File: src/vc_pkg.sv
// Functional notes
// High-priority mode gives posted, nonposted and response channels with separate buffers.
// Reads and writes with the class flag set enter the high-priority request channels.
// Read responses and target-done packets with the flag set use the high-priority response channel.
// A buffer-release packet with the flag set returns credits of high-priority channels.
// Broadcast and atomic packets never enter or affect the high-priority channels.
// Fence and flush use the high-priority channels only when their flag is one.
// Mode is off after cold reset; the enable takes effect at a warm reset.
// No ordering between the two classes; high-priority traffic sees no fairness logic.
// Inside the high-priority class the ordinary channel ordering applies unchanged.
// Pending high-priority traffic is always served before ordinary traffic.
// Each link holds its own high-priority enable, so tagged traffic can tunnel.
// In normal mode every buffer-release packet carries the class flag at zero.
// In normal mode the class flag is carried through unchanged.
// A response to a flagged nonposted request carries the flag as well.
// Optional host mode sets the pass-posted-write flag in every issued response.
// Responses with the pass-posted-write flag may overtake stalled posted requests.
// With the mode off, flagged packets queue in ordinary channels, flag retained.
`default_nettype none
package vc_pkg;

	// =========================================================
	// Packet kinds and channels
	typedef enum logic [3:0] {
		PK_READ      = 4'h0,
		PK_WRITE_P   = 4'h1,
		PK_WRITE_NP  = 4'h2,
		PK_RD_RSP    = 4'h3,
		PK_TGT_DONE  = 4'h4,
		PK_BROADCAST = 4'h5,
		PK_ATOMIC    = 4'h6,
		PK_FENCE     = 4'h7,
		PK_FLUSH     = 4'h8,
		PK_NOP       = 4'h9
	} pkt_kind_t;

	typedef enum logic [1:0] {
		CH_POSTED    = 2'h0,
		CH_NONPOSTED = 2'h1,
		CH_RESPONSE  = 2'h2
	} chan_t;

	// =========================================================
	// Widths, depths and reset values
	localparam int DATA_W      = 32;
	localparam int TAG_W       = 5;
	localparam int NUM_CH      = 3;
	localparam int NUM_Q       = 6;
	localparam int QUEUE_DEPTH = 4;
	localparam int PTR_W       = 2;
	localparam int CNT_W       = 3;
	localparam int CREDIT_W    = 4;
	localparam logic [CREDIT_W-1:0] CREDIT_INIT = 4'h8;

	// =========================================================
	// Queue entry layout
	localparam int ENT_DATA_LSB  = 0;
	localparam int ENT_TAG_LSB   = 32;
	localparam int ENT_PPW_BIT   = 37;
	localparam int ENT_CLASS_BIT = 38;
	localparam int ENT_KIND_LSB  = 39;
	localparam int ENTRY_W       = 43;

	// =========================================================
	// Credit increments in a buffer-release payload, two bits per channel
	localparam int NOP_INC_LSB = 0;
	localparam int NOP_INC_W   = 2;

	// Maps a packet kind to its virtual channel type.
	function automatic chan_t chan_of(input pkt_kind_t k);
		case (k)
			PK_WRITE_P, PK_BROADCAST, PK_FENCE: chan_of = CH_POSTED;
			PK_RD_RSP, PK_TGT_DONE: chan_of = CH_RESPONSE;
			default: chan_of = CH_NONPOSTED;
		endcase
	endfunction : chan_of

	// Kinds that may never travel in the high-priority channels.
	function automatic logic hp_excluded(input pkt_kind_t k);
		hp_excluded = (k == PK_BROADCAST) || (k == PK_ATOMIC);
	endfunction : hp_excluded

	// Queue index: ordinary channels 0..2, high-priority channels 3..5.
	function automatic logic [2:0] q_index(input logic hp, input chan_t c);
		q_index = (hp ? 3'h3 : 3'h0) + {1'b0, c};
	endfunction : q_index

endpackage : vc_pkg
`default_nettype wire

File: src/priority_virtual_channel_flow.sv
`timescale 1ns/1ps
`default_nettype none
module priority_virtual_channel_flow (
	// Clock and reset
	input  wire logic                      ref_clk,
	input  wire logic                      rst,
	// Mode control for this link
	input  wire logic                      hp_enable_sw,
	input  wire logic                      warm_reset,
	input  wire logic                      host_pass_pw_mode,
	input  wire logic                      pass_posted_enable,
	output logic                           hp_mode,
	// Receive stream
	input  wire logic                      in_valid,
	output logic                           in_ready,
	input  wire vc_pkg::pkt_kind_t         in_kind,
	input  wire logic                      in_class,
	input  wire logic                      in_pass_pw,
	input  wire logic [vc_pkg::TAG_W-1:0]  in_tag,
	input  wire logic [vc_pkg::DATA_W-1:0] in_data,
	// Local responder
	input  wire logic                      lrsp_valid,
	output logic                           lrsp_ready,
	input  wire vc_pkg::pkt_kind_t         lrsp_kind,
	input  wire logic                      lrsp_pass_pw,
	input  wire logic [vc_pkg::TAG_W-1:0]  lrsp_tag,
	input  wire logic [vc_pkg::DATA_W-1:0] lrsp_data,
	// Transmit stream
	output logic                           out_valid,
	input  wire logic                      out_ready,
	output vc_pkg::pkt_kind_t              out_kind,
	output logic                           out_class,
	output logic                           out_pass_pw,
	output logic      [vc_pkg::TAG_W-1:0]  out_tag,
	output logic      [vc_pkg::DATA_W-1:0] out_data,
	output logic                           out_hp,
	output vc_pkg::chan_t                  out_chan,
	// Buffer release toward the sender
	output logic                           rel_valid,
	output logic                           rel_class,
	output vc_pkg::chan_t                  rel_chan
);

	// =========================================================
	// Declarations
	logic                        class_by_tag [2**vc_pkg::TAG_W];
	vc_pkg::pkt_kind_t           src_kind;
	logic                        src_class;
	logic                        src_pass_pw;
	logic [vc_pkg::TAG_W-1:0]    src_tag;
	logic [vc_pkg::DATA_W-1:0]   src_data;
	logic                        is_nop;
	logic                        src_hp;
	logic [2:0]                  src_q;
	logic                        accept;
	logic [vc_pkg::ENTRY_W-1:0]  push_entry;
	logic [5:0]                  q_push;
	logic [5:0]                  q_can;
	logic [5:0]                  q_has;
	logic [5:0]                  q_pop;
	logic [5:0]                  q_ok;
	logic [vc_pkg::ENTRY_W-1:0]  q_head [vc_pkg::NUM_Q];
	logic [vc_pkg::CREDIT_W-1:0] tx_credit [vc_pkg::NUM_Q];
	logic [2:0]                  grant_ord;
	logic [2:0]                  grant_hp;
	logic                        load;
	logic [2:0]                  pick_q;
	logic [vc_pkg::ENTRY_W-1:0]  pick_entry;

	// =========================================================
	// Mode enable: off after cold reset, latched at warm reset.
	always_ff @(posedge ref_clk or posedge rst) begin
		if (rst)
			hp_mode <= 1'b0;
		else if (warm_reset)
			hp_mode <= hp_enable_sw;
	end

	// =========================================================
	// Ingress: link traffic first, local responses fill idle cycles.
	always_comb begin
		if (in_valid) begin
			src_kind    = in_kind;
			src_class   = in_class;
			src_pass_pw = in_pass_pw;
			src_tag     = in_tag;
			src_data    = in_data;
		end else begin
			src_kind    = lrsp_kind;
			src_class   = class_by_tag[lrsp_tag];
			src_pass_pw = lrsp_pass_pw || host_pass_pw_mode;
			src_tag     = lrsp_tag;
			src_data    = lrsp_data;
		end
	end

	// Class steering: only eligible flagged packets enter high-priority queues.
	assign is_nop = in_valid && (in_kind == vc_pkg::PK_NOP);
	assign src_hp = hp_mode && src_class && !vc_pkg::hp_excluded(src_kind);
	assign src_q  = vc_pkg::q_index(src_hp, vc_pkg::chan_of(src_kind));

	// Release packets are always taken; others wait for queue room.
	assign in_ready   = in_valid && (is_nop || q_can[src_q]);
	assign lrsp_ready = !in_valid && !warm_reset && q_can[src_q];
	assign accept     = !warm_reset && !is_nop &&
		((in_valid && q_can[src_q]) || (!in_valid && lrsp_valid && q_can[src_q]));
	assign q_push     = accept ? (6'h01 << src_q) : 6'h00;
	assign push_entry = {src_kind, src_class, src_pass_pw, src_tag, src_data};

	// Remembers the class flag of each received nonposted request.
	always_ff @(posedge ref_clk) begin
		if (accept && in_valid && vc_pkg::chan_of(in_kind) == vc_pkg::CH_NONPOSTED)
			class_by_tag[in_tag] <= in_class;
	end

	// =========================================================
	// Six channel queues with their transmit credits.
	for (genvar g = 0; g < vc_pkg::NUM_Q; g++) begin : g_q
		localparam int CH = g % vc_pkg::NUM_CH;
		localparam logic HP = (g >= vc_pkg::NUM_CH);
		logic [vc_pkg::NOP_INC_W-1:0] inc;

		packet_queue u_queue (
			.ref_clk    (ref_clk),
			.rst        (rst),
			.clr        (warm_reset),
			.push_valid (q_push[g]),
			.push_ready (q_can[g]),
			.push_data  (push_entry),
			.pop_valid  (q_has[g]),
			.pop_ready  (q_pop[g]),
			.pop_data   (q_head[g])
		);

		// Credit returned by a release packet of the matching class.
		assign inc = (in_valid && is_nop && ((in_class && hp_mode) == HP)) ?
			in_data[vc_pkg::NOP_INC_LSB + CH*vc_pkg::NOP_INC_W +: vc_pkg::NOP_INC_W] :
			'0;

		// Credit counter: release adds, each send removes one.
		always_ff @(posedge ref_clk or posedge rst) begin
			if (rst)
				tx_credit[g] <= vc_pkg::CREDIT_INIT;
			else if (warm_reset)
				tx_credit[g] <= vc_pkg::CREDIT_INIT;
			else
				tx_credit[g] <= tx_credit[g] + vc_pkg::CREDIT_W'(inc) -
					vc_pkg::CREDIT_W'(q_pop[g]);
		end

		assign q_ok[g] = (tx_credit[g] != '0);
	end

	// =========================================================
	// Ordering inside each class uses the same picker.
	order_pick u_pick_ord (
		.has         (q_has[2:0]),
		.credit_ok   (q_ok[2:0]),
		.rsp_pass_pw (q_head[vc_pkg::CH_RESPONSE][vc_pkg::ENT_PPW_BIT]),
		.pass_enable (pass_posted_enable),
		.grant       (grant_ord)
	);

	order_pick u_pick_hp (
		.has         (q_has[5:3]),
		.credit_ok   (q_ok[5:3]),
		.rsp_pass_pw (q_head[3 + vc_pkg::CH_RESPONSE][vc_pkg::ENT_PPW_BIT]),
		.pass_enable (pass_posted_enable),
		.grant       (grant_hp)
	);

	// Strict priority between classes, with no fairness throttle.
	assign load  = !warm_reset && (!out_valid || out_ready);
	assign q_pop = !load ? 6'h00 :
		(|grant_hp) ? {grant_hp, 3'h0} : {3'h0, grant_ord};

	// Index of the queue being drained this cycle.
	always_comb begin
		pick_q = 3'h0;
		for (int i = 0; i < vc_pkg::NUM_Q; i++) begin
			if (q_pop[i])
				pick_q = 3'(i);
		end
	end
	assign pick_entry = q_head[pick_q];

	// =========================================================
	// Transmit register: holds a packet until the link takes it.
	always_ff @(posedge ref_clk or posedge rst) begin
		if (rst) begin
			out_valid   <= 1'b0;
			out_kind    <= vc_pkg::PK_READ;
			out_class   <= 1'b0;
			out_pass_pw <= 1'b0;
			out_tag     <= '0;
			out_data    <= '0;
			out_hp      <= 1'b0;
			out_chan    <= vc_pkg::CH_POSTED;
		end else if (warm_reset) begin
			out_valid <= 1'b0;
		end else if (|q_pop) begin
			out_valid   <= 1'b1;
			out_kind    <= vc_pkg::pkt_kind_t'(pick_entry[vc_pkg::ENT_KIND_LSB +: 4]);
			out_class   <= pick_entry[vc_pkg::ENT_CLASS_BIT];
			out_pass_pw <= pick_entry[vc_pkg::ENT_PPW_BIT];
			out_tag     <= pick_entry[vc_pkg::ENT_TAG_LSB +: vc_pkg::TAG_W];
			out_data    <= pick_entry[vc_pkg::ENT_DATA_LSB +: vc_pkg::DATA_W];
			out_hp      <= (pick_q >= 3'h3);
			out_chan    <= vc_pkg::chan_t'(2'((pick_q >= 3'h3) ? pick_q - 3'h3 : pick_q));
		end else if (out_ready) begin
			out_valid <= 1'b0;
		end
	end

	// Release of the receive buffer just freed; class only on high-priority queues.
	always_ff @(posedge ref_clk or posedge rst) begin
		if (rst) begin
			rel_valid <= 1'b0;
			rel_class <= 1'b0;
			rel_chan  <= vc_pkg::CH_POSTED;
		end else begin
			rel_valid <= |q_pop;
			rel_class <= (|q_pop) && (pick_q >= 3'h3) && hp_mode;
			rel_chan  <= vc_pkg::chan_t'(2'((pick_q >= 3'h3) ? pick_q - 3'h3 : pick_q));
		end
	end

	// =========================================================
	// Checks
	AST_COLD_OFF: assert property (@(posedge ref_clk) disable iff (rst)
		!hp_mode && !warm_reset |=> !hp_mode)
		else $error("mode changed without warm reset");

	AST_WARM_ON: assert property (@(posedge ref_clk) disable iff (rst)
		warm_reset |=> hp_mode == $past(hp_enable_sw))
		else $error("warm reset did not load mode enable");

	AST_NO_HP_EXCLUDED: assert property (@(posedge ref_clk) disable iff (rst)
		accept && vc_pkg::hp_excluded(src_kind) |-> q_push[5:3] == 3'h0)
		else $error("broadcast or atomic entered high-priority queue");

	AST_FENCE_CLASS: assert property (@(posedge ref_clk) disable iff (rst)
		accept && (src_kind == vc_pkg::PK_FENCE || src_kind == vc_pkg::PK_FLUSH) &&
		!src_class |-> q_push[5:3] == 3'h0)
		else $error("unflagged fence or flush entered high-priority queue");

	AST_OFF_ORDINARY: assert property (@(posedge ref_clk) disable iff (rst)
		!hp_mode |-> q_push[5:3] == 3'h0 && !(out_valid && out_hp))
		else $error("high-priority queue used with mode off");

	AST_HP_FIRST: assert property (@(posedge ref_clk) disable iff (rst)
		load && |(q_has[5:3] & q_ok[5:3]) |-> q_pop[2:0] == 3'h0)
		else $error("ordinary queue served while high-priority pending");

	AST_HP_FLAGGED: assert property (@(posedge ref_clk) disable iff (rst)
		out_valid && out_hp |-> out_class && !vc_pkg::hp_excluded(out_kind))
		else $error("unflagged packet sent from high-priority channel");

	AST_REL_NORMAL: assert property (@(posedge ref_clk) disable iff (rst)
		!hp_mode && !$past(hp_mode) && rel_valid |-> !rel_class)
		else $error("flagged release sent in normal mode");

	AST_RSP_FLAG: assert property (@(posedge ref_clk) disable iff (rst)
		lrsp_valid && lrsp_ready && class_by_tag[lrsp_tag] |->
		push_entry[vc_pkg::ENT_CLASS_BIT])
		else $error("response lost class flag of its request");

	AST_HOST_PPW: assert property (@(posedge ref_clk) disable iff (rst)
		lrsp_valid && lrsp_ready && host_pass_pw_mode |-> push_entry[vc_pkg::ENT_PPW_BIT])
		else $error("host mode response without pass flag");

	AST_PASS_POSTED: assert property (@(posedge ref_clk) disable iff (rst)
		q_pop[vc_pkg::CH_RESPONSE] && q_has[vc_pkg::CH_POSTED] |->
		pass_posted_enable && q_head[vc_pkg::CH_RESPONSE][vc_pkg::ENT_PPW_BIT])
		else $error("response passed posted without pass flag");

	// Stream, credit, ordering, release and warm reset checks.
	AST_CREDIT_HELD: assert property (@(posedge ref_clk) disable iff (rst)
		(q_pop & ~q_ok) == 6'h00)
		else $error("queue drained without transmit credit");

	AST_ONE_SEND: assert property (@(posedge ref_clk) disable iff (rst)
		$onehot0(q_pop))
		else $error("more than one queue drained in a cycle");

	AST_NP_AFTER_POSTED: assert property (@(posedge ref_clk) disable iff (rst)
		!(q_pop[vc_pkg::CH_NONPOSTED] && q_has[vc_pkg::CH_POSTED]) &&
		!(q_pop[3 + vc_pkg::CH_NONPOSTED] && q_has[3 + vc_pkg::CH_POSTED]))
		else $error("nonposted request passed a posted request");

	AST_NOP_NOT_QUEUED: assert property (@(posedge ref_clk) disable iff (rst)
		is_nop |-> q_push == 6'h00)
		else $error("buffer release packet entered a queue");

	AST_OUT_HOLD: assert property (@(posedge ref_clk) disable iff (rst)
		out_valid && !out_ready && !warm_reset |=>
		out_valid && $stable(out_kind) && $stable(out_class) && $stable(out_tag) &&
		$stable(out_data) && $stable(out_pass_pw))
		else $error("transmit packet changed before it was taken");

	AST_WARM_EMPTY: assert property (@(posedge ref_clk) disable iff (rst)
		warm_reset |=> !out_valid && q_has == 6'h00)
		else $error("warm reset left traffic behind");

endmodule : priority_virtual_channel_flow
`default_nettype wire

File: src/packet_queue.sv
`timescale 1ns/1ps
`default_nettype none
module packet_queue (
	// Clock and reset
	input  wire logic                       ref_clk,
	input  wire logic                       rst,
	input  wire logic                       clr,
	// Fill side
	input  wire logic                       push_valid,
	output logic                            push_ready,
	input  wire logic [vc_pkg::ENTRY_W-1:0] push_data,
	// Drain side
	output logic                            pop_valid,
	input  wire logic                       pop_ready,
	output logic      [vc_pkg::ENTRY_W-1:0] pop_data
);

	// =========================================================
	// Storage
	logic [vc_pkg::ENTRY_W-1:0] mem [vc_pkg::QUEUE_DEPTH];
	logic [vc_pkg::PTR_W-1:0]   wr_ptr;
	logic [vc_pkg::PTR_W-1:0]   rd_ptr;
	logic [vc_pkg::CNT_W-1:0]   count;
	logic                       do_push;
	logic                       do_pop;

	// Full and empty follow the entry count.
	assign push_ready = (count != vc_pkg::CNT_W'(vc_pkg::QUEUE_DEPTH));
	assign pop_valid  = (count != '0);
	assign pop_data   = mem[rd_ptr];
	assign do_push    = push_valid && push_ready;
	assign do_pop     = pop_valid && pop_ready;

	// Pointers and count; a warm reset empties the queue.
	always_ff @(posedge ref_clk or posedge rst) begin
		if (rst) begin
			wr_ptr <= '0;
			rd_ptr <= '0;
			count  <= '0;
		end else if (clr) begin
			wr_ptr <= '0;
			rd_ptr <= '0;
			count  <= '0;
		end else begin
			if (do_push)
				wr_ptr <= wr_ptr + 2'h1;
			if (do_pop)
				rd_ptr <= rd_ptr + 2'h1;
			count <= count + vc_pkg::CNT_W'(do_push) - vc_pkg::CNT_W'(do_pop);
		end
	end

	// Entry write.
	always_ff @(posedge ref_clk) begin
		if (do_push)
			mem[wr_ptr] <= push_data;
	end

endmodule : packet_queue
`default_nettype wire

File: src/order_pick.sv
`timescale 1ns/1ps
`default_nettype none
module order_pick (
	// Channel state, index by vc_pkg::chan_t
	input  wire logic [2:0] has,
	input  wire logic [2:0] credit_ok,
	input  wire logic       rsp_pass_pw,
	input  wire logic       pass_enable,
	// Chosen channel, one-hot
	output logic      [2:0] grant
);

	logic p_go;
	logic n_go;
	logic r_go;

	// Posted goes first; responses pass nonposted; nonposted waits on posted.
	assign p_go = has[vc_pkg::CH_POSTED] && credit_ok[vc_pkg::CH_POSTED];
	assign r_go = has[vc_pkg::CH_RESPONSE] && credit_ok[vc_pkg::CH_RESPONSE] &&
		(!has[vc_pkg::CH_POSTED] || (pass_enable && rsp_pass_pw));
	assign n_go = has[vc_pkg::CH_NONPOSTED] && credit_ok[vc_pkg::CH_NONPOSTED] &&
		!has[vc_pkg::CH_POSTED];

	// Fixed priority among the three channels of one class.
	always_comb begin
		grant = 3'h0;
		if (p_go)
			grant[vc_pkg::CH_POSTED] = 1'b1;
		else if (r_go)
			grant[vc_pkg::CH_RESPONSE] = 1'b1;
		else if (n_go)
			grant[vc_pkg::CH_NONPOSTED] = 1'b1;
	end

endmodule : order_pick
`default_nettype wire

File: config.mk
export PLATFORM = sky130hd
export DESIGN_NAME = priority_virtual_channel_flow
export DESIGN_NICKNAME = d
export VERILOG_FILES = /design/src/vc_pkg.sv /design/src/priority_virtual_channel_flow.sv /design/src/packet_queue.sv /design/src/order_pick.sv
export SDC_FILE = /design/constraint.sdc
export NUM_CORES = 1
export LEC_CHECK = 0
export BUFFER_PORTS_ARGS = -buffer_cell sky130_fd_sc_hd__buf_4
export CAP_MARGIN = 20
export CORE_ASPECT_RATIO = 2
export CORE_MARGIN = 3
export CORE_UTILIZATION = 64
export CTS_BUF_LIST = sky130_fd_sc_hd__clkbuf_4 sky130_fd_sc_hd__clkbuf_8
export DETAILED_ROUTE_END_ITERATION = 8
export HOLD_SLACK_MARGIN = 0.12
export PLACE_DENSITY_LB_ADDON = 0.08
export RECOVER_POWER = 50
export SKIP_LAST_GASP = 1
export SLEW_MARGIN = 20
export SYNTH_ARGS = -nofsm -noshare
export SYNTH_HDL_FRONTEND = slang
export SYNTH_SLANG_ARGS = --single-unit
File: constraint.sdc
create_clock -name ref_clk -period 7 [get_ports ref_clk]
set_clock_uncertainty 0.2 [all_clocks]
set_input_delay 1.05 -clock ref_clk [delete_from_list [all_inputs] [get_ports ref_clk]]
set_output_delay 1.05 -clock ref_clk [all_outputs]
set_load 0.1 [all_outputs]
# --- Word-level counts from Yosys, hierarchy flattened ---
# Memory sizes are Yosys's and may differ from the RTL's.
# Cells that the tools add are included.
# W data, S select, Z words.
totals:
  ff_bits: 118
  ramBits: 1064
  in_bits: 94
  out_inout_bits: 54
  word_cells: 288
  n_memories: 7
op_classes:
  n_addsub: 38
  magnitude_cmp: 3
  n_eq_ne: 19
  shift: 1
  mux: 91
  n_bitwise: 3
  n_reduce_logical: 90
mem_list:
  columns: ["name", "depth", "word_bits", "read_ports", "rd_ports_with_merged_regs", "wr", "line", "text"]
  rows:
  - ["g_q[0].u_queue.mem", 4, 43, 1, 0, 1, "packet_queue.sv:20", "logic [vc_pkg::ENTRY_W-1:0] mem [vc_pkg::QUEUE_DEPTH];"]
  - ["g_q[1].u_queue.mem", 4, 43, 1, 0, 1, "packet_queue.sv:20", null]
  - ["g_q[2].u_queue.mem", 4, 43, 1, 0, 1, "packet_queue.sv:20", null]
  - ["g_q[3].u_queue.mem", 4, 43, 1, 0, 1, "packet_queue.sv:20", null]
  - ["g_q[4].u_queue.mem", 4, 43, 1, 0, 1, "packet_queue.sv:20", null]
  - ["g_q[5].u_queue.mem", 4, 43, 1, 0, 1, "packet_queue.sv:20", null]
  - ["+1 memories", null, null, null, null, null, null, null]
op_table:
  columns: ["operator", "count"]
  rows:
  - ["$bmux W43 S3", 1]
  - ["$mux W43", 2]
  - ["$mux W2", 34]
  - ["$logic_and A1 B1 Y1", 44]
  - ["$mux W32", 1]
  - ["$mux W3", 10]
  - ["$mux W1", 29]
  - ["$eq A4 B3 Y1 const B", 7]
  - ["$mux W4", 7]
  - ["$add A2 B1 Y2 const B", 12]
  - ["$add A4 B2 Y4", 6]
  - ["$reduce_bool A2 Y1", 12]
  - ["$reduce_bool A4 Y1", 6]
  - ["$sub A4 B1 Y4", 6]
  - ["$reduce_bool A3 Y1", 7]
  - ["$add A3 B1 Y3", 6]
  - ["$mux W6", 3]
  - ["$ne A3 B3 Y1 const B", 6]
  - ["$sub A3 B1 Y3", 6]
  - ["$reduce_or A3 Y1", 3]
  - ["$eq A4 B1 Y1 const B", 2]
  - ["$eq A4 B2 Y1 const B", 2]
  - ["$pmux W2 S2", 2]
  - ["$logic_not A1 Y1", 7]
  - ["16 further kinds", 24]

# --- Longest topological paths before layout ---
logic_depth:
  word_depth: 18
  depth_mapped: 19
  depth_no_buf: 17

# --- Modules after synthesis ---
# From an unflattened synthesis, not the netlist that was laid out.
hier_totals:
  hier_cells: 2526
  area_unflattened_um2: 48524.0
modules_own_cells:
  columns: ["mod", "instances", "cells_per_inst", "area_per_inst_um2", "seq_area_each_um2"]
  rows:
  - ["packet_queue at g_q[1].u_queue ...", 4, 272, 6732.7, 5340.1]
  - ["packet_queue at g_q[0].u_queue ...", 2, 271, 6730.2, 5340.1]
  - ["priority_virtual_channel_flow", 1, 884, 8050.2, 2870.3]
  - ["order_pick", 2, 6, 41.3, 0.0]

# --- Worst setup path before layout ---
# No wires, ideal clock.
synth_timing:
  path_kind: "in2out"
  start: "input lrsp_tag[0] (netlist name)"
  end: "output lrsp_ready"
  arrival_ns: 5.497
  path_slack_ns: 0.253
  cell_stages: 14
  path_buffers: 1
  path_cell_list: "buf_2 mux4_2 mux4_2 mux2i_1 o21ai_0 o311a_1 ha_1 inv_1 fa_1 inv_1 a2111oi_4 nor3_1 nand2_1 and3_1"
synth_between:
  elab_chain_cells: 9
synth_rtl:
  columns: ["item", "line", "text"]
  rows:
  - ["from (decl)", "priority_virtual_channel_flow.sv:26", "input wire logic [vc_pkg::TAG_W-1:0] lrsp_tag,"]
  - ["$mem_v2 Z32 W1", null, null]
  - ["$mux W1", "priority_virtual_channel_flow.sv:82", "if (in_valid) begin"]
  - ["net g_q[0].u_queue.push_data (one bit)", "packet_queue.sv:11", "input wire logic [vc_pkg::ENTRY_W-1:0] push_data,"]
  - ["$logic_and A1 B1 Y1 (2 in a row)", "priority_virtual_channel_flow.sv:99", "assign src_hp = hp_mode && src_class && !vc_pkg::hp_excluded(src_kind);"]
  - ["$mux W2", "vc_pkg.sv:85", "q_index = (hp ? 3'h3 : 3'h0) + {1'b0, c};"]
  - ["$add A2 B2 Y3", "vc_pkg.sv:85", null]
  - ["$bmux W1 S3", "priority_virtual_channel_flow.sv:104", "assign lrsp_ready = !in_valid && !warm_reset && q_can[src_q];"]
  - ["$mux W1 (implied by the code)", "priority_virtual_channel_flow.sv:104", null]
  - ["$logic_and A1 B1 Y1", "priority_virtual_channel_flow.sv:104", null]
  - ["to (decl)", "priority_virtual_channel_flow.sv:23", "output logic lrsp_ready,"]
# The timed path passes the listed nets, and every way through them passes these cells. The select of a mux whose other input is x is not followed.

# --- Final worst setup path ---
layout_timing:
  start: "input in_valid"
  end: "output lrsp_ready"
layout_between:
  elab_chain_cells: 10
layout_rtl:
  columns: ["item", "line", "text"]
  rows:
  - ["from (decl)", "priority_virtual_channel_flow.sv:14", "input wire logic in_valid,"]
  - ["$mux W4 (*)", "priority_virtual_channel_flow.sv:82", null]
  - ["net g_q[0].u_queue.push_data (one bit)", "packet_queue.sv:11", null]
  - ["branches (longest 5 deep; another with $eq A4 B3 Y1)", null, null]
  - ["$add A2 B2 Y3 (*)", "vc_pkg.sv:85", null]
  - ["$bmux W1 S3 (*)", "priority_virtual_channel_flow.sv:104", null]
  - ["$mux W1 (implied by the code) (*)", "priority_virtual_channel_flow.sv:104", null]
  - ["$logic_and A1 B1 Y1 (*)", "priority_virtual_channel_flow.sv:104", null]
# Mark *: on every way through the listed nets, which the timed path passes. The select of a mux whose other input is x is not followed.

==> flow_summary.json <==
{
  "worstHoldStart": "out_data[26]$_DFFE_PP0P_",
  "syn_inst": 2461,
  "cts_max_level": 4,
  "p_leak_nw": 17.8,
  "row_count": 141,
  "wirelength_mm": 121,
  "power_w": 0.0193,
  "synth_xor_area_frac": 0.00784,
  "dieWidth_um": 200,
  "period_share": 0.876,
  "fillers": 4545,
  "ant_nets": 0,
  "dpl_cell_area_sq_um": 50400,
  "reg2reg_from": "class_by_tag[23]$_DFFE_PP_",
  "critPathLaunchType": "input pin",
  "status": "finished, violations left",
  "fin_tns_setup_ps": 0,
  "critPathMostFrequentCell": "buf_4",
  "syn-num-nets": 2642,
  "switching_share": 0.348,
  "ios": 148,
  "synthAdderAreaFrac": 0.0247,
  "min_path_cells": 2,
  "initial_core_util": 0.648,
  "pwr-share-seq": 0.439,
  "wl_per_cell_um": 32.2,
  "clkPwrFrac": 0.264,
  "rsz0062_at_grt": "false",
  "area_growth_pct": 11.0,
  "cp.required_ps": 5750,
  "synth_edf_count": 1064,
  "setup.worst_path.end_class": "primary output",
  "drc": 0,
  "yosysTopAreaCell": "edfxtp_1",
  "setup-violations-final": 0,
  "p_switching_w": 0.00670,
  "cpPeakStageDelay_ps": 790,
  "muxShareOfSynthArea": 0.139,
  "slew_headroom": -1.88,
  "vias_per_cell": 6.80,
  "die_y_um": 393,
  "path_depth": 12,
  "hold_end": "out_data[26]$_DFFE_PP0P_",
  "ys_top_cells_by_area": "edfxtp_1 (67%), mux4_2 (13%), dfrtp_1 (5.8%), ha_1 (1.9%), and2_1 (1.2%)",
  "ys.warnings.count": 0,
  "cts_root_buf": "clkbuf_8",
  "cp_cell_sequence": "buf_4 -> mux2_1 -> xnor2_1 -> o311a_1 -> ha_1 -> inv_1 -> fa_1 -> a211oi_1 -> nor3_1 -> nand2_1 -> and3_1 -> buf_4",
  "ys_ff_latch": 1182,
  "ys_async_sr_fraction": 0.0998,
  "stdcell_area_sq_um": 53300,
  "hold_viol": 0,
  "cts_buffers": 155,
  "yosysMostFrequentCell": "edfxtp_1",
  "share_comb_of_total_power": 0.296,
  "ir_drop_uv": 326,
  "drv_slew": 125,
  "synth.distinct_cells": 68,
  "drt_iter0_drc": 2511,
  "synth_top_area_share": 0.665,
  "crit_family": "compound AO/OA/AOI/OAI gates",
  "final_layout_size_suffix_gt1_frac": 0.286,
  "die_area_sq_um": 78600,
  "drtPass1Iterations": 6,
  "rrSetupSlack_ps": 2100,
  "r2r-end": "g_q[3].u_queue.mem[2][40]$_DFFE_PP_",
  "synth-compound-area-share": 0.0430,
  "synth-simple-area-share": 0.0377,
  "nets": 2873,
  "worst_slew_pin_slew_ps": 4290,
  "grt_pass1_vias": 27300,
  "grt_max_degree": 78,
  "cpMaxStageDelayCell": "mux2_1",
  "fin_crit_ps": 6130,
  "violations": "max-capacitance violations, max-slew violations",
  "core_sq_um": 74100,
  "cts_sinks": 1182,
  "place_congestion": 0.828,
  "maxCapViolCount": 3,
  "overflow": 0,
  "cellPowerDensity_nw_per_um2": 361,
  "crit_fanout": 28,
  "synth_top_family_by_area": "multiplexers",
  "p_int_w": 0.0126,
  "cts_hold_buffers": 0,
  "cts_tree": "yes",
  "hold_path_class": "reg2reg",
  "track_usage": 0.317,
  "yosysSeqAreaShare": 0.727,
  "dp.final_hpwl_mm": 75.1,
  "critPathBufInv": 3,
  "antenna_found_initial": 2,
  "clockBufferDepth": 3,
  "arrival_ps": 4880,
  "syn_area_per_cell_sq_um": 19.5,
  "cts_resized": 0,
  "crit_type": "in2out",
  "post_cts_buffers": 0,
  "r2r_cells": 11,
  "fmaxAchievable_mhz": 163,
  "clk_latency_ps": 800,
  "grt_pass1_wl_mm": 177,
  "portBuffers": 147,
  "hold_ws_ps": 316,
  "ys_top_cells_by_count": "edfxtp_1 (1,064), mux4_2 (267), dfrtp_1 (112)",
  "netlist_area_sq_um": 48000,
  "synth_ff_type": "edfxtp_1",
  "clkTransAtPathRegs_ps": 60,
  "vias": 25400
}
-- sequential cells by signal, summed over array words and instances, names as in the netlist --
register and flops:
class_by_tag 32, g_q.u_queue.count 18, g_q.u_queue.mem 1032, g_q.u_queue.rd_ptr 12
g_q.u_queue.wr_ptr 12, hp_mode 1, out_chan 2, out_class 1
out_data 32, out_hp 1, out_kind 4, out_pass_pw 1
out_tag 5, out_valid 1, rel_chan 2, rel_class 1
rel_valid 1, tx_credit 24
-- worst max-delay path by stage --
stage	start	to	slack (ps)
after CTS	lrsp_tag[0]	lrsp_ready	930
after detailed placement	lrsp_tag[0]	lrsp_ready	940
final	in_valid	lrsp_ready	870
after global placement	lrsp_tag[0]	lrsp_ready	930
after floorplan	lrsp_tag[0]	lrsp_ready	250
after global routing	lrsp_tag[0]	lrsp_ready	640
-- metrics by stage --
stage	util	cells	setup WS, ps
5_1_grt	0.720	3739	641
4_1_cts	0.721	3737	926
6_report	0.720	3740	871
3_5_place_dp	0.680	3463	936
3_3_place_gp	0.680	3463	933
2_1_floorplan	-	2461	253
-- area by class of cell --
cell class / instances / area (sq um) / area share
clock buffer: 217 / 2700 / 0.0506
multi-input combinational: 1040 / 12200 / 0.228
inverter: 95 / 363 / 0.00680
timing repair buffer: 218 / 1620 / 0.0304
tap: 929 / 1160 / 0.0218
antenna: 2 / 5.00 / 0.0000938
clock inverter: 57 / 364 / 0.00683
sequential: 1182 / 34900 / 0.655
-- power by group through the flow --
| stage | sequential (W) | combinational, W | clock, W |
|---|---|---|---|
| 2_1_floorplan | 0.00939 | 0.00313 | 0 |
| 3_3_place_gp | 0.00860 | 0.00561 | 0 |
| 3_5_place_dp | 0.00861 | 0.00573 | 0 |
| 4_1_cts | 0.00846 | 0.00575 | 0.00517 |
| 5_1_grt | 0.00850 | 0.00600 | 0.00545 |
| 6_report | 0.00846 | 0.00571 | 0.00509 |
-- logic make-up after synthesis --
kind of cell | count (synthesis)
DFF | 1182
buffers and inverters | 239
muxes | 328
AOI/OAI and AO/OA | 234
adders and majority gates | 87
xor gates and xnor gates | 43
and+or+nand+nor | 348
-- worst register-to-register path, stage by stage (launching register included) --
cell and delay, ps:
edfxtp_1 370, mux4_2 460, mux4_2 490, mux2i_1 190, o21ai_0 140, o311a_1 170
ha_1 200, inv_1 80, fa_1 460, a211oi_1 590, and3_2 850, buf_4 360
-- layout by cell type, fill, tap and decap left out, drive strengths merged, types with 31 or more instances in the layout --
| cell | instances |
|---|---|
| xnor2 | 31 |
| o22ai | 39 |
| o41ai | 38 |
| nand3 | 43 |
| mux2 | 45 |
| clkbuf | 246 |
| clkinv | 51 |
| nand2 | 40 |
| buf | 189 |
| edfxtp | 1064 |
| nor2 | 95 |
| dfrtp | 112 |
| and2 | 93 |
| mux4 | 267 |
| inv | 94 |
| a221oi | 76 |
| ha | 74 |
-- metal layers --
| metal | track usage | vias to the layer above | routed length (um) |
|---|---|---|---|
| li1 | - | 10400 | - |
| met1 | 0.395 | 13300 | 40900 |
| met2 | 0.537 | 1401 | 63700 |
| met3 | 0.0575 | 320 | 9690 |
| met4 | 0.156 | 0 | 6320 |
| met5 | 0 | - | 0 |
No activity file was read; power rests on OpenSTA's default activity.
